## src/rtl/bfsc_pkg.sv

```systemverilog
// Shared constants and state types of the field subtract and compare unit.
// Assumes a character-addressed core storage port with six-bit characters.
package bfsc_pkg;

    // ==========================================================
    // Widths
    localparam int ADDR_W = 20;
    localparam int LEN_W  = 12;
    localparam int CHAR_W = 6;

    // ==========================================================
    // Character codes
    localparam logic [5:0] CODE_ZERO          = 6'h00;
    localparam logic [5:0] CODE_BLANK         = 6'h30;
    localparam logic [5:0] CODE_BAD_SIGN      = 6'h3A;
    localparam logic [5:0] CODE_NEG_ZERO_IN   = 6'h20;
    localparam logic [5:0] CODE_NEG_ZERO_TAPE = 6'h2A;
    localparam logic [3:0] DIGIT_MAX          = 4'h9;
    localparam logic [3:0] SIGN_DIGIT_MAX     = 4'hA;
    localparam logic [3:0] DIGIT_ZERO         = 4'h0;
    localparam logic [3:0] DEC_ADJ            = 4'hA;
    localparam logic [4:0] DEC_BASE           = 5'h0A;
    localparam logic [1:0] ZONE_POS           = 2'h0;
    localparam logic [1:0] ZONE_NEG           = 2'h2;

    // ==========================================================
    // Collating table and outcomes
    localparam logic [ADDR_W-1:0] COLL_BASE = 20'h00080;
    localparam logic [1:0] COND_EQ  = 2'h0;
    localparam logic [1:0] COND_POS = 2'h0;
    localparam logic [1:0] COND_GT  = 2'h1;
    localparam logic [1:0] COND_LT  = 2'h2;
    localparam logic [1:0] COND_NEG = 2'h2;
    localparam logic [2:0] NEXT_P3  = 3'h3;
    localparam logic [2:0] NEXT_P4  = 3'h4;
    localparam logic [LEN_W-1:0] LEN_ZERO = 12'h000;
    localparam logic [LEN_W-1:0] LEN_ONE  = 12'h001;

    // ==========================================================
    // Sequencer state
    typedef enum logic [3:0] {
        ST_IDLE     = 4'h0,
        ST_SUB_RDA  = 4'h1,
        ST_SUB_RDC  = 4'h2,
        ST_SUB_WRC  = 4'h3,
        ST_REC_RDC  = 4'h4,
        ST_REC_WRC  = 4'h5,
        ST_SUB_SIGN = 4'h6,
        ST_CMP_RDA  = 4'h7,
        ST_CMP_RDC  = 4'h8,
        ST_CMP_RKA  = 4'h9,
        ST_CMP_RKC  = 4'hA,
        ST_DONE     = 4'hB
    } bfsc_fsm_t;

    typedef struct packed {
        bfsc_fsm_t         fsm;
        logic [ADDR_W-1:0] base_a;
        logic [ADDR_W-1:0] base_c;
        logic [LEN_W-1:0]  len_a;
        logic [LEN_W-1:0]  len_c;
        logic [LEN_W-1:0]  idx;
        logic [LEN_W-1:0]  cnt;
        logic [3:0]        a_dig;
        logic [3:0]        c_dig;
        logic [3:0]        low_dig;
        logic              a_neg;
        logic              c_neg;
        logic              borrow;
        logic              nonzero;
        logic [5:0]        a_ch;
        logic [5:0]        c_ch;
        logic [5:0]        rank_a;
        logic [1:0]        cond;
        logic              fault;
        logic              busy;
        logic              done;
        logic [2:0]        next_off;
        logic              mem_req;
        logic              mem_we;
        logic [ADDR_W-1:0] mem_addr;
        logic [5:0]        mem_wdata;
    } bfsc_regs_t;

    // Enum code 0 is ST_IDLE, so all-zero is the reset state.
    localparam bfsc_regs_t REGS_RST = '0;

endpackage : bfsc_pkg

```

## src/rtl/bfsc_unit.sv

```systemverilog
// Character-serial datapath for field subtract and field compare.
// Assumes a storage port that answers each held request with one mem_ack
// pulse; on a read the character is valid on mem_rdata in that cycle.
//
// Notes on behaviour
// - Subtract field A from field C, low end first, difference into C.
// - Lowest character holds sign; difference sign lands in C's lowest.
// - Codes twelve to seventeen octal count as zero before arithmetic.
// - Subtract condition is 00 for positive and 10 for negative.
// - First variant never leaves a negative zero.
// - Count index tracks field C characters during subtract.
// - Decimal fault on carry out, bad lengths, zones, digits, signs.
// - Second variant may stop once A is used up under three conditions.
// - Second variant reads blank as zero in both fields.
// - Second variant rewrites sign forty octal as fifty-two.
// - Second variant zero result is always positive.
// - Compare scans from the high end; inequality exits to P plus 3.
// - Leftover of longer field all blank means equal, exit P plus 4.
// - Non-blank leftover: longer A gives greater, longer C gives less.
// - Compare condition is 00 equal, 01 greater, 10 less.
// - First variant compare leaves C character count in count index.
// - Second variant ranks unequal characters through the table.
// - Table of 64 ranks in storage is loaded by software, only read.
// - Table address is the code plus fixed base two hundred octal.
// - Ranks are compared; equal ranks fall back to the raw codes.
// - Second variant ends on inequality or exhaustion, count kept.
`timescale 1ns/1ns
module bfsc_unit
    import bfsc_pkg::*;
#(
    parameter bit VARIANT2 = 1'b0
) (
    input  wire logic              clk,
    input  wire logic              rst,
    input  wire logic              start,
    input  wire logic              op_compare,
    input  wire logic [ADDR_W-1:0] addr_a,
    input  wire logic [ADDR_W-1:0] addr_c,
    input  wire logic [LEN_W-1:0]  field_a_length,
    input  wire logic [LEN_W-1:0]  field_c_length,
    input  wire logic              mem_ack,
    input  wire logic [5:0]        mem_rdata,
    output logic                   busy,
    output logic                   done,
    output logic      [1:0]        cond_code,
    output logic      [LEN_W-1:0]  count_index_reg,
    output logic                   fault,
    output logic      [2:0]        next_word_offset,
    output logic                   mem_req,
    output logic                   mem_we,
    output logic      [ADDR_W-1:0] mem_addr,
    output logic      [5:0]        mem_wdata
);

    // ==========================================================
    // Helpers

    function automatic logic [ADDR_W-1:0] field_addr(
        input logic [ADDR_W-1:0] base,
        input logic [LEN_W-1:0]  idx,
        input logic              up
    );
        logic [ADDR_W-1:0] off;
        off = {8'h00, idx};
        field_addr = up ? (base + off) : (base - off);
    endfunction : field_addr

    function automatic bfsc_regs_t issue(
        input bfsc_regs_t        s,
        input logic              we,
        input logic [ADDR_W-1:0] addr,
        input logic [5:0]        data
    );
        issue           = s;
        issue.mem_req   = 1'b1;
        issue.mem_we    = we;
        issue.mem_addr  = addr;
        issue.mem_wdata = data;
    endfunction : issue

    function automatic bfsc_regs_t finish(
        input bfsc_regs_t s,
        input logic [1:0] cond,
        input logic [2:0] off
    );
        finish          = s;
        finish.cond     = cond;
        finish.next_off = off;
        finish.done     = 1'b1;
        finish.busy     = 1'b0;
        finish.fsm      = ST_DONE;
    endfunction : finish

    // ==========================================================
    // Datapath

    bfsc_regs_t        r_reg;
    bfsc_regs_t        r_next;
    logic              first_char;
    logic [3:0]        chk_digit;
    logic              chk_neg;
    logic              chk_bad;
    logic              c_neg_now;
    logic              same_sign_now;
    logic              same_sign;
    logic              rec;
    logic [3:0]        alu_x;
    logic [3:0]        alu_y;
    logic              alu_sub;
    logic [3:0]        alu_res;
    logic              alu_cout;
    logic [LEN_W-1:0]  idx_inc;
    logic [LEN_W-1:0]  len_max;
    logic              c_have;
    logic [5:0]        c_now;
    logic              acked;
    logic              neg_res;
    logic [5:0]        sign_raw;
    logic [5:0]        sign_ch;

    assign first_char    = (r_reg.idx == LEN_ZERO);
    assign c_neg_now     = first_char ? chk_neg : r_reg.c_neg;
    assign same_sign_now = (r_reg.a_neg == c_neg_now);
    assign same_sign     = (r_reg.a_neg == r_reg.c_neg);
    assign rec           = (r_reg.fsm == ST_REC_RDC);
    // Like signs mean C minus A on magnitudes; unlike signs add them.
    assign alu_x   = rec ? DIGIT_ZERO : chk_digit;
    assign alu_y   = rec ? chk_digit : r_reg.a_dig;
    assign alu_sub = rec | same_sign_now;
    assign idx_inc = r_reg.idx + LEN_ONE;
    assign len_max = (r_reg.len_a > r_reg.len_c) ? r_reg.len_a : r_reg.len_c;
    assign c_have  = (r_reg.idx < r_reg.len_c);
    assign c_now   = c_have ? mem_rdata : CODE_BLANK;
    assign acked   = r_reg.mem_req & mem_ack;
    assign neg_res = r_reg.c_neg & r_reg.nonzero;
    assign sign_raw = {neg_res ? ZONE_NEG : ZONE_POS, r_reg.low_dig};
    assign sign_ch  = (VARIANT2 && sign_raw == CODE_NEG_ZERO_IN) ?
                      CODE_NEG_ZERO_TAPE : sign_raw;

    bfsc_char_check #(
        .VARIANT2 (VARIANT2)
    ) u_check (
        .ch      (mem_rdata),
        .is_sign (first_char),
        .digit   (chk_digit),
        .neg     (chk_neg),
        .bad     (chk_bad)
    );

    bfsc_digit_alu u_alu (
        .x    (alu_x),
        .y    (alu_y),
        .cin  (r_reg.borrow),
        .sub  (alu_sub),
        .res  (alu_res),
        .cout (alu_cout)
    );

    // ==========================================================
    // Sequencer

    always_comb begin
        r_next      = r_reg;
        r_next.done = 1'b0;
        case (r_reg.fsm)
            ST_IDLE: begin
                if (start) begin
                    r_next         = REGS_RST;
                    r_next.busy    = 1'b1;
                    r_next.base_a  = addr_a;
                    r_next.base_c  = addr_c;
                    r_next.len_a   = field_a_length;
                    r_next.len_c   = field_c_length;
                    r_next.cond    = r_reg.cond;
                    if (op_compare) begin
                        r_next.fsm = ST_CMP_RDA;
                    end else begin
                        // A too long is flagged but the walk still runs.
                        r_next.fault = (field_a_length > field_c_length);
                        if (field_c_length == LEN_ZERO) begin
                            r_next = finish(r_next, COND_POS, NEXT_P3);
                        end else begin
                            r_next.fsm = ST_SUB_RDA;
                        end
                    end
                end
            end
            ST_SUB_RDA: begin
                if (r_reg.idx >= r_reg.len_a) begin
                    r_next.a_dig = DIGIT_ZERO;
                    r_next.fsm   = ST_SUB_RDC;
                end else if (!r_reg.mem_req) begin
                    r_next = issue(r_reg, 1'b0,
                        field_addr(r_reg.base_a, r_reg.idx, 1'b0), CODE_ZERO);
                end else if (mem_ack) begin
                    r_next.mem_req = 1'b0;
                    r_next.a_dig   = chk_digit;
                    if (first_char) begin
                        r_next.a_neg = chk_neg;
                    end
                    r_next.fault = r_reg.fault | chk_bad;
                    r_next.fsm   = ST_SUB_RDC;
                end
            end
            ST_SUB_RDC: begin
                if (!r_reg.mem_req) begin
                    r_next = issue(r_reg, 1'b0,
                        field_addr(r_reg.base_c, r_reg.idx, 1'b0), CODE_ZERO);
                end else if (mem_ack) begin
                    r_next.mem_req = 1'b0;
                    r_next.c_neg   = c_neg_now;
                    r_next.fault   = r_reg.fault | chk_bad;
                    r_next.c_dig   = alu_res;
                    r_next.borrow  = alu_cout;
                    r_next.nonzero = r_reg.nonzero | (alu_res != DIGIT_ZERO);
                    if (first_char) begin
                        r_next.low_dig = alu_res;
                    end
                    r_next.cnt = idx_inc;
                    r_next.fsm = ST_SUB_WRC;
                end
            end
            ST_SUB_WRC: begin
                if (!r_reg.mem_req) begin
                    r_next = issue(r_reg, 1'b1,
                        field_addr(r_reg.base_c, r_reg.idx, 1'b0),
                        {ZONE_POS, r_reg.c_dig});
                end else if (mem_ack) begin
                    r_next.mem_req = 1'b0;
                    r_next.idx     = idx_inc;
                    if (idx_inc == r_reg.len_c) begin
                        if (same_sign && r_reg.borrow) begin
                            // C was smaller: complement it back, flip sign.
                            r_next.idx    = LEN_ZERO;
                            r_next.borrow = 1'b0;
                            r_next.c_neg  = ~r_reg.c_neg;
                            r_next.fsm    = ST_REC_RDC;
                        end else begin
                            if (!same_sign && r_reg.borrow) begin
                                r_next.fault = 1'b1;
                            end
                            r_next.fsm = ST_SUB_SIGN;
                        end
                    end else if (VARIANT2 && idx_inc >= r_reg.len_a &&
                                 same_sign && !r_reg.borrow &&
                                 r_reg.nonzero) begin
                        r_next.fsm = ST_SUB_SIGN;
                    end else begin
                        r_next.fsm = ST_SUB_RDA;
                    end
                end
            end
            ST_REC_RDC: begin
                if (!r_reg.mem_req) begin
                    r_next = issue(r_reg, 1'b0,
                        field_addr(r_reg.base_c, r_reg.idx, 1'b0), CODE_ZERO);
                end else if (mem_ack) begin
                    r_next.mem_req = 1'b0;
                    r_next.c_dig   = alu_res;
                    r_next.borrow  = alu_cout;
                    if (first_char) begin
                        r_next.low_dig = alu_res;
                    end
                    r_next.fsm = ST_REC_WRC;
                end
            end
            ST_REC_WRC: begin
                if (!r_reg.mem_req) begin
                    r_next = issue(r_reg, 1'b1,
                        field_addr(r_reg.base_c, r_reg.idx, 1'b0),
                        {ZONE_POS, r_reg.c_dig});
                end else if (mem_ack) begin
                    r_next.mem_req = 1'b0;
                    r_next.idx     = idx_inc;
                    r_next.fsm     = (idx_inc == r_reg.len_c) ?
                                     ST_SUB_SIGN : ST_REC_RDC;
                end
            end
            ST_SUB_SIGN: begin
                if (!r_reg.mem_req) begin
                    r_next = issue(r_reg, 1'b1, r_reg.base_c, sign_ch);
                end else if (mem_ack) begin
                    r_next.mem_req = 1'b0;
                    r_next = finish(r_next, neg_res ? COND_NEG : COND_POS,
                                    NEXT_P3);
                end
            end
            ST_CMP_RDA: begin
                if (r_reg.idx >= r_reg.len_a) begin
                    r_next.a_ch = CODE_BLANK;
                    r_next.fsm  = ST_CMP_RDC;
                end else if (!r_reg.mem_req) begin
                    r_next = issue(r_reg, 1'b0,
                        field_addr(r_reg.base_a, r_reg.idx, 1'b1), CODE_ZERO);
                end else if (mem_ack) begin
                    r_next.mem_req = 1'b0;
                    r_next.a_ch    = mem_rdata;
                    r_next.fsm     = ST_CMP_RDC;
                end
            end
            ST_CMP_RDC: begin
                if (c_have && !acked) begin
                    if (!r_reg.mem_req) begin
                        r_next = issue(r_reg, 1'b0,
                            field_addr(r_reg.base_c, r_reg.idx, 1'b1),
                            CODE_ZERO);
                    end
                end else begin
                    r_next.mem_req = 1'b0;
                    r_next.c_ch    = c_now;
                    if (c_have) begin
                        r_next.cnt = idx_inc;
                    end
                    if (r_reg.a_ch != c_now) begin
                        if (r_reg.idx >= r_reg.len_a) begin
                            r_next = finish(r_next, COND_LT, NEXT_P3);
                        end else if (!c_have) begin
                            r_next = finish(r_next, COND_GT, NEXT_P3);
                        end else if (VARIANT2) begin
                            r_next.fsm = ST_CMP_RKA;
                        end else begin
                            r_next = finish(r_next,
                                (r_reg.a_ch > c_now) ? COND_GT : COND_LT,
                                NEXT_P3);
                        end
                    end else if (idx_inc >= len_max) begin
                        r_next = finish(r_next, COND_EQ, NEXT_P4);
                    end else begin
                        r_next.idx = idx_inc;
                        r_next.fsm = ST_CMP_RDA;
                    end
                end
            end
            ST_CMP_RKA: begin
                if (!r_reg.mem_req) begin
                    r_next = issue(r_reg, 1'b0,
                        COLL_BASE + {14'h0000, r_reg.a_ch}, CODE_ZERO);
                end else if (mem_ack) begin
                    r_next.mem_req = 1'b0;
                    r_next.rank_a  = mem_rdata;
                    r_next.fsm     = ST_CMP_RKC;
                end
            end
            ST_CMP_RKC: begin
                if (!r_reg.mem_req) begin
                    r_next = issue(r_reg, 1'b0,
                        COLL_BASE + {14'h0000, r_reg.c_ch}, CODE_ZERO);
                end else if (mem_ack) begin
                    r_next.mem_req = 1'b0;
                    // Equal ranks fall back to the raw codes.
                    if (r_reg.rank_a != mem_rdata) begin
                        r_next = finish(r_next,
                            (r_reg.rank_a > mem_rdata) ? COND_GT : COND_LT,
                            NEXT_P3);
                    end else begin
                        r_next = finish(r_next,
                            (r_reg.a_ch > r_reg.c_ch) ? COND_GT : COND_LT,
                            NEXT_P3);
                    end
                end
            end
            ST_DONE: begin
                r_next.fsm = ST_IDLE;
            end
            default: begin
                r_next = REGS_RST;
            end
        endcase
    end

    always_ff @(posedge clk) begin
        if (rst) begin
            r_reg <= REGS_RST;
        end else begin
            r_reg <= r_next;
        end
    end

    // ==========================================================
    // Outputs

    assign busy             = r_reg.busy;
    assign done             = r_reg.done;
    assign cond_code        = r_reg.cond;
    assign count_index_reg  = r_reg.cnt;
    assign fault            = r_reg.fault;
    assign next_word_offset = r_reg.next_off;
    assign mem_req          = r_reg.mem_req;
    assign mem_we           = r_reg.mem_we;
    assign mem_addr         = r_reg.mem_addr;
    assign mem_wdata        = r_reg.mem_wdata;

endmodule : bfsc_unit

```

## src/rtl/bfsc_char_check.sv

```systemverilog
// Classifies one operand character read from storage.
// Assumes the caller tells it whether the character is a sign position.
`timescale 1ns/1ns
module bfsc_char_check
    import bfsc_pkg::*;
#(
    parameter bit VARIANT2 = 1'b0
) (
    input  wire logic [5:0] ch,
    input  wire logic       is_sign,
    output logic      [3:0] digit,
    output logic            neg,
    output logic            bad
);

    logic [5:0] code;

    always_comb begin
        code = ch;
        if (VARIANT2 && ch == CODE_BLANK) begin
            code = CODE_ZERO;
        end
        // Illegal numerics still count as zero so the walk can go on.
        digit = (code[3:0] > DIGIT_MAX) ? DIGIT_ZERO : code[3:0];
        neg   = is_sign && (code[5:4] == ZONE_NEG);
        if (is_sign) begin
            bad = (code[3:0] > SIGN_DIGIT_MAX) || (code == CODE_BAD_SIGN);
        end else begin
            bad = (code[5:4] != ZONE_POS) || (code[3:0] > DIGIT_MAX);
        end
    end

endmodule : bfsc_char_check

```

## src/rtl/bfsc_digit_alu.sv

```systemverilog
// One decimal digit adder and subtractor with carry or borrow.
// Assumes both operand digits are already in the range 0 to 9.
`timescale 1ns/1ns
module bfsc_digit_alu
    import bfsc_pkg::*;
(
    input  wire logic [3:0] x,
    input  wire logic [3:0] y,
    input  wire logic       cin,
    input  wire logic       sub,
    output logic      [3:0] res,
    output logic            cout
);

    logic [4:0] t;

    always_comb begin
        if (sub) begin
            t    = {1'b0, x} - {1'b0, y} - {4'h0, cin};
            cout = t[4];
            res  = t[4] ? (t[3:0] + DEC_ADJ) : t[3:0];
        end else begin
            t    = {1'b0, x} + {1'b0, y} + {4'h0, cin};
            cout = (t >= DEC_BASE);
            res  = cout ? 4'(t - DEC_BASE) : t[3:0];
        end
    end

endmodule : bfsc_digit_alu

```

## config.mk

```make
export PLATFORM = sky130hd
export DESIGN_NAME = bfsc_unit
export DESIGN_NICKNAME = d
export VERILOG_FILES = /design/src/rtl/bfsc_pkg.sv /design/src/rtl/bfsc_unit.sv /design/src/rtl/bfsc_char_check.sv /design/src/rtl/bfsc_digit_alu.sv
export SDC_FILE = /design/constraint.sdc
export NUM_CORES = 1
export LEC_CHECK = 0
export ABC_CLOCK_PERIOD_IN_PS = 4880
export BUFFER_PORTS_ARGS = -buffer_cell sky130_fd_sc_hd__clkbuf_2
export CAP_MARGIN = 10
export CORE_MARGIN = 2
export CORE_UTILIZATION = 55
export CTS_CLUSTER_SIZE = 14
export DETAILED_ROUTE_END_ITERATION = 7
export PLACE_DENSITY = 0.77
export SETUP_SLACK_MARGIN = 0.4
export SKIP_CTS_REPAIR_TIMING = 1
export SLEW_MARGIN = 20
export SYNTH_ARGS = -nofsm -noshare
export SYNTH_HDL_FRONTEND = slang
export SYNTH_SLANG_ARGS = --single-unit
```

## constraint.sdc

```tcl
create_clock -name clk -period 4.88 [get_ports clk]
set_clock_uncertainty 0.1 [all_clocks]
set_input_delay 0.732 -clock clk [delete_from_list [all_inputs] [get_ports clk]]
set_output_delay 0.732 -clock clk [all_outputs]
set_load 0.03 [all_outputs]
```

After elaboration in Yosys (flattened, before gate mapping) --
Cells that the tools add are included.
Word-level totals: register bits 162, output and inout port bits 48
Operators by class: add/sub/neg operators 13, reductions and logical operators 32, magnitude comparators 11, bitwise logic cells 17, muxes and demuxes 102, eq/ne operators 60
Operators by type and width (number):
- case mux 158 bit (12 select lines) | 1
- 2-to-1 mux 162 bit | 7
- 2-to-1 mux 36 bit | 6
- 2-to-1 mux 4 bit | 35
- 2-to-1 mux 27 bit | 5
- 2-to-1 mux 12 bit | 9
- AND reduction 13 bit | 6
- inequality test 2 bit (second input constant) | 36
- 2-to-1 mux 58 bit | 1
- 2-to-1 mux 48 bit | 1
- case mux 4 bit (11 select lines) | 1
- adder 20 x 12 -> 20 bit | 2
- subtractor 20 x 12 -> 20 bit | 2
- AND reduction 17 bit | 2
- 2-to-1 mux 32 bit | 1
- AND reduction 16 bit | 2
- AND reduction 15 bit | 2
- >= comparator 12 bit | 2
- greater-than comparator 12 bit | 2
- logical NOT 12 bit | 2
- 2-to-1 mux 6 bit | 4
- AND reduction 12 bit | 2
- 2-to-1 mux 2 bit | 10
- AND reduction 20 bit | 1
- 38 further kinds | 93

Longest topological paths before layout --
Gate-level depths: netlist of the first run.
word-level depth 13, gate-level depth with buffers 22

Cells and area by module --
A second synthesis of the first run with hierarchy kept.
Second synthesis, totals: cell total of the unflattened synthesis 1855, area total of the unflattened synthesis 14054.7 µm²
By module, submodules not included:
- bfsc_unit | instances 1, sequential area each 3223.1 µm², area an instance 13387.8 µm², cells each 1776
- bfsc_digit_alu | instances 1, sequential area each 0.0 µm², area an instance 589.3 µm², cells each 67
- bfsc_char_check | instances 1, sequential area each 0.0 µm², area an instance 77.6 µm², cells each 12

Worst setup path after synthesis of the first run --
OpenSTA, ideal clock, no wires.
path kind flip-flop to flip-flop, start point register r_reg[95] (netlist bit), end point register r_reg[92] (netlist bit), path slack 262 ps, stages on the path, launching flop included 23, buffers on the path 2, data arrival time 4389 ps, data required time 4651 ps, cell sequence dfxtp_1 inv_1 ha_1 nor2b_1 o21ai_0 nand2b_1 a21oi_1 nor3_1 a2111oi_0 nor2_1 buf_1 mux2i_1 ha_1 a21o_1 a211o_1 a2111oi_0 a21boi_0 o21a_1 o211ai_1 nor2b_1 clkbuf_1 a22oi_1 o31ai_1
On the way: longest elaborated chain between the ends 5
Ends and longest elaborated chain:
- from (decl) | line bfsc_unit.sv:97 | bfsc_regs_t r_reg;
- from (signal assigned) | line bfsc_unit.sv:375 | r_reg <= r_next;
- greater-than comparator 12 bit (tied with other cells) | line bfsc_unit.sv:131 | assign len_max = (r_reg.len_a > r_reg.len_c) ? r_reg.len_a : r_reg.len_c;
- 2-to-1 mux 12 bit (tied with other cells) | line bfsc_unit.sv:131
- >= comparator 12 bit (tied with other cells) | line bfsc_unit.sv:326 | end else if (idx_inc >= len_max) begin
- inequality test 2 bit (no line) or 2-to-1 mux 12 bit (tied branches)
- AND reduction 16 bit (no line) or case mux 158 bit (12 select lines) (tied branches)
Several ways; a longest one is shown, not always the timed one. The select of a mux whose other input is x is not followed. A chain may end at the register's enable or synchronous reset.

Worst setup path in the final report of the first run --
start point register r_reg[99] (netlist bit), end point register r_reg[89] (netlist bit)
The elaborated chain is that of the path after synthesis.

==> results of run 1 <==
==> final cells by class <==
type                       count  share of cell area
timing repair buffer         192              0.0743
inverter                     104              0.0252
tap                          330              0.0266
sequential                   161               0.208
clock buffer                  18              0.0283
clock inverter                14             0.00928
multi-input combinational   1486               0.628
==> how the worst min path moves through the flow <==
stage	start	endpoint	cells past startpoint
CTS	r_reg[36]	r_reg[36]	2
detailed placement	r_reg[36]	r_reg[36]	2
finish	r_reg[36]	r_reg[36]	2
global placement	r_reg[39]	r_reg[39]	2
floorplan	r_reg[36]	r_reg[36]	2
global route	r_reg[36]	r_reg[36]	2
==> kinds of logic (layout without fill, tap and decap cells) <==
logic type	after synthesis	in the layout	share of synthesized area
flip-flops	161	161	0.230
buffers and inverters	268	328	0.0841
XOR/XNOR	57	57	0.0357
multiplexers	21	21	0.0152
AND/OR/NAND/NOR	694	696	0.236
AO/OA/AOI/OAI	567	567	0.265
adder cells (fa/ha/maj)	145	145	0.134
==> report_power, final <==
part | internal [mW] | total [mW] | switching [mW]
clock network | 0.695 | 1.38 | 0.681
logic | 1.75 | 4.83 | 3.08
registers | 1.55 | 1.86 | 0.308
==> Yosys cell counts, types with 13 or more instances <==
cell type  number  share of area
nand3_1       112          0.040
a22oi_1        23          0.012
buf_1          15         0.0040
mux2i_1        19          0.014
buf_4          44          0.024
a31oi_1        14         0.0063
clkbuf_1      100          0.027
o22ai_1        13         0.0058
or3_1          16         0.0072
nor2_1        189          0.051
o211ai_1       23          0.012
a221oi_1       16          0.010
o21a_1         14         0.0075
nor2b_1        17         0.0076
a21o_1         27          0.014
xnor2_1        40          0.025
xor2_1         17          0.011
dfxtp_1       161           0.23
nand4_1        15         0.0067
nand2_1       178          0.048
inv_1         103          0.028
nor4_1         15         0.0067
ha_1          137           0.12
a211oi_1       18         0.0097
a21oi_1       197          0.070
nand2b_1       31          0.014
o21ai_0        94          0.034
nor3_1         56          0.020
==> worst register-to-register path, cell delays in order, from the launching register on <==
cell and delay (ps):
dfxtp_2 340, inv_1 60, ha_1 290, a21o_1 190, a21o_1 190, a21oi_2 130, nor2_1 60, a2111oi_2 330
nor2_2 130, buf_6 150, mux2_2 270, ha_1 260, nand2b_1 140, a21o_1 180, a211o_1 310, a21boi_2 190
o21a_1 130, o211ai_1 240, nor2b_4 260, a22oi_2 250, o41ai_2 90
==> placed cells by master (no fill, tap or decap), types with 31 or more instances in the layout <==
master and n:
dfxtp_1 156, ha_1 137, a21oi_1 194, nor3_1 54
nand2b_1 31, nand2_1 178, o21ai_0 93, xnor2_1 40
buf_4 68, nand3_1 111, clkbuf_2 121, inv_1 102
nor2_1 185
==> metal layers <==
layer	wire (um)	part of all wire	track usage	vias to the layer above
li1	-	-	-	6986
met1	19800	0.39	0.451	7121
met2	22800	0.45	0.597	872
met3	4690	0.094	0.0734	206
met4	2840	0.057	0.214	0
met5	0	0	0	-
==> impl_metrics.env, run 1 <==
export IMPL_status="complete, but fails checks"
export IMPL_violations="DRC"
export IMPL_grt_util_all_layers=0.367
export IMPL_p_total_mw=8.06
export IMPL_fin_area_sq_um=15500
export IMPL_vias=15200
export IMPL_io_buffers=122
export IMPL_cp_cell_sequence="inv_1 > ha_1 > a21o_1 > a21o_1 > a21oi_2 > nor2_1 > a2111oi_2 > nor2_2 > buf_6 > mux2_2 > ha_1 > nand2b_1 > a21o_1 > a211o_1 > a21boi_2 > o21a_1 > o211ai_1 > nor2b_4 > a22oi_2 > o41ai_2"
export IMPL_clkLatencyLatePin_ps=460
export IMPL_syn_nets=2133
export IMPL_grt_pass1_wl_um=77000
export IMPL_layout_drive_gt1_share=0.143
export IMPL_grt_max_degree=76
export IMPL_cap_violations=0
export IMPL_ir_worst_vdd_mv=0.362
export IMPL_path_class="register to register"
export IMPL_core_area_sq_um=25100
export IMPL_cts_tree="done"
export IMPL_clk_pin_slew_ps=80
export IMPL_post_place_ws_ps=120
export IMPL_crit_top_cell="a21o_1"
export IMPL_drtPass1Iterations=8
export IMPL_worstPathRequired_ps=5110
export IMPL_synth_seq_cells=161
export IMPL_syn_area_sq_um=14000
export IMPL_vias_per_cell=6.59
export IMPL_critPathArrivalTime_ps=4620
export IMPL_holdWs_ps=361
export IMPL_placed_area_sq_um=14700
export IMPL_synth_main_ff_cell="dfxtp_1"
export IMPL_slowest_delay_ps=340
export IMPL_hold_violations=0
export IMPL_dp_hpwl_um=37000
export IMPL_final_min_clock_period_ps=4390
export IMPL_path_delay_family="compound AO/OA/AOI/OAI gates"
export IMPL_crit_start="r_reg[99]"
export IMPL_cts_buffer_depth=2
export IMPL_setup_viol=0
export IMPL_rrSetupSlack_ps=490
export IMPL_antenna_left=0
export IMPL_nFillCells=2373
export IMPL_finalSetupTns_ps=0
export IMPL_die_x_um=164
export IMPL_gp_congestion=0.999
export IMPL_synth_edf_count=0
export IMPL_dieArea_sq_um=26700
export IMPL_area_delta_synth_final_pct=10.8
export IMPL_placed_cells=2261
export IMPL_nets=2182
export IMPL_cp_max_fo=5
export IMPL_drv_slew=0
export IMPL_n_antenna_cell=0
export IMPL_critPathCaptureType="register"
export IMPL_yosys_warnings=0
export IMPL_setup_slack_ps=489
export IMPL_crit_buf_inv=2
export IMPL_start_util=0.557
export IMPL_p_leak_nw=6.51
export IMPL_maxSlewHeadroom=0.314
export IMPL_cts_root_buf="clkbuf_16"
export IMPL_grt_pass1_vias=14300
export IMPL_pin_count=123
export IMPL_slowest_stage="dfxtp_2"
export IMPL_netlist_instances=1913
export IMPL_cts_made_buffers=17
export IMPL_rr_worst_depth=20
export IMPL_seq_area_sq_um=3230
export IMPL_r2r_end="r_reg[89]"
export IMPL_max_freq_ghz=0.228
export IMPL_finalCritPeriodShare=0.900
export IMPL_worst_pin_slew_ps=1020
export IMPL_hold_path_class="register to register"
export IMPL_drc=1
export IMPL_yosysSeqAreaShare=0.230
export IMPL_postLayoutCoreUtil=0.618
export IMPL_syn_area_per_cell_sq_um=7.32
export IMPL_wl_per_cell_um=21.7
export IMPL_h_tree_depth=4
export IMPL_multi_input_area_sq_um=9740
export IMPL_dieHeight_um=164
export IMPL_ys_types=83
export IMPL_timing_rr_start="r_reg[99]"
export IMPL_crit_end="r_reg[89]"
export IMPL_critical_path_cell_count=20
export IMPL_grt_remaining_overflow=0
export IMPL_power_density_nw_per_um2=520
export IMPL_wl_um=50100
export IMPL_rsz0062_at_grt="false"
export IMPL_startpoint_type="register"
export IMPL_clock_sinks=161
export IMPL_fp_row_count=58
export IMPL_drt_iter0_markers=1874
export IMPL_antenna_found_initial=0
export IMPL_instances_no_fill=2305
export IMPL_largest_reg_flops=114
export IMPL_synthArstFlopShare=0
No activity file was read; power rests on OpenSTA's default activity.
==> inputs of run 2 (changes only) <==
Settings changed: BUFFER_PORTS_ARGS -buffer_cell sky130_fd_sc_hd__clkbuf_2 to unset, CORE_UTILIZATION 55 to 45, DONT_BUFFER_PORTS set to 1, PLACE_DENSITY 0.77 to unset.
==> run 2 against run 1 <==
Net effect: the run now ends clean; first-iteration DRC count down 27%; sequential cell count unchanged; critical path depth down 2; combinational power down 5.2%; register-to-register slack better by 20 ps; global-route usage down 6.5 points; hold slack worse by 110 ps; sequential power up 8%; setup slack better by 20 ps; via count down 6.3%; fmax up 0.46%; clock-buffer cell count unchanged; critical path type unchanged.
==> impl_metrics.env, run 2 (synthesis gave the netlist of run 1 again) <==
export IMPL_hold_path_class="primary input to register"
export IMPL_wl_per_cell_um=22.6
export IMPL_dieArea_sq_um=32500
export IMPL_hp_start="rst"
export IMPL_final_min_clock_period_ps=4370
export IMPL_grt_max_degree=151
export IMPL_core_area_sq_um=30600
export IMPL_setup_viol=0
export IMPL_postLayoutCoreUtil=0.490
export IMPL_clk_pin_slew_ps=70
export IMPL_crit_top_cell="ha_1"
export IMPL_cap_violations=0
export IMPL_layout_cells_most_common="a21oi_1"
export IMPL_cts_root_buf="clkbuf_16"
export IMPL_worst_pin_slew_ps=1090
export IMPL_vias_per_cell=6.34
export IMPL_critPathArrivalTime_ps=4610
export IMPL_post_place_ws_ps=11.6
export IMPL_area_delta_synth_final_pct=7.00
export IMPL_grt_pass1_vias=13400
export IMPL_io_buffers=0
export IMPL_layout_common_cells="193 x a21oi_1, 186 x nor2_1, 177 x nand2_1"
export IMPL_maxSlewHeadroom=0.267
export IMPL_rsz0062_at_grt="false"
export IMPL_crit_start="r_reg[105]"
export IMPL_hold_violations=0
export IMPL_grt_pass1_wl_um=77800
export IMPL_status="finished clean"
export IMPL_antenna_left=0
export IMPL_placed_area_sq_um=14200
export IMPL_fin_area_sq_um=15000
export IMPL_start_util=0.458
export IMPL_slowest_stage="ha_1"
export IMPL_path_class="register to register"
export IMPL_power_density_nw_per_um2=533
export IMPL_slowest_delay_ps=370
export IMPL_drt_iter0_markers=1363
export IMPL_dieHeight_um=180
export IMPL_clock_sinks=161
export IMPL_die_x_um=180
export IMPL_critPathCaptureType="register"
export IMPL_worstPathRequired_ps=5120
export IMPL_cts_buffer_depth=2
export IMPL_dp_hpwl_um=38500
export IMPL_grt_util_all_layers=0.303
export IMPL_drv_slew=0
export IMPL_cp_max_fo=9
export IMPL_clkLatencyLatePin_ps=460
export IMPL_drtPass1Iterations=5
export IMPL_drc=0
export IMPL_n_antenna_cell=0
export IMPL_startpoint_type="register"
export IMPL_largest_reg_flops=114
export IMPL_setup_slack_ps=509
export IMPL_ir_worst_vdd_mv=0.302
export IMPL_wl_um=50800
export IMPL_antenna_found_initial=0
export IMPL_p_total_mw=7.98
export IMPL_gp_congestion=0.969
export IMPL_h_tree_depth=4
export IMPL_p_leak_nw=5.99
export IMPL_fp_row_count=64
export IMPL_rrSetupSlack_ps=510
export IMPL_cts_made_buffers=17
export IMPL_finalCritPeriodShare=0.896
export IMPL_cp_cell_sequence="inv_1 > ha_1 > nand4_1 > nor3_2 > a2111oi_4 > nor2_4 > buf_6 > mux2_2 > ha_1 > nand2b_1 > a21o_1 > a211o_1 > a21boi_4 > o21a_1 > o211ai_1 > nor2b_4 > a22oi_1 > o41ai_2"
export IMPL_cts_tree="done"
export IMPL_finalSetupTns_ps=0
export IMPL_pin_count=123
export IMPL_nets=2056
export IMPL_vias=14200
export IMPL_grt_remaining_overflow=0
export IMPL_layout_drive_gt1_share=0.0860
export IMPL_timing_rr_start="r_reg[105]"
export IMPL_max_freq_ghz=0.229
## run 2: layout make-up
type,instances,area (sq um)
Fill cell,3074,15600
Inverter,104,390
Clock inverter,14,156
Tap cell,396,495
Multi-Input combinational cell,1484,9760
Sequential cell,161,3230
Timing Repair Buffer,68,514
Clock buffer,18,429
## run 2: worst max-delay path, delay by kind of cell (launching register included)
family | cells | cell delay [ps]
AOI/OAI and AO/OA | 8 | 1450
adders and majority gates | 2 | 630
buffers and inverters | 2 | 210
DFF | 1 | 350
muxes | 1 | 320
and+or+nand+nor | 5 | 1170
## run 2: path summary, 6_finish.rpt
path	endpoint	cells after the start
min reg2reg	r_reg[41]	2
max reg2reg	r_reg[89]	18
max	r_reg[89]	18
min	r_reg[126]	1
## run 2: layer usage
metal	GRT usage	part of all wire	vias to the layer above
li1	-	-	6747
met1	0.395	0.43	6815
met2	0.503	0.47	569
met3	0.0530	0.068	96
met4	0.104	0.031	0
met5	0	0	-
## run 2: stage by stage
stage | std cells | hold slack (ps)
floorplan | 1913 | 332
global placement | 2205 | 339
detailed placement | 2205 | 349
CTS | 2237 | 225
global route | 2245 | 233
finish | 2245 | 254
## run 2: report_power, final
group          switching (mW)  internal (mW)  total, mW  leakage [nW]
logic                    2.88           1.70       4.58          4.40
registers               0.454           1.55       2.01          1.31
clock network           0.636          0.760       1.40         0.279
total                    3.97           4.01       7.98          5.99
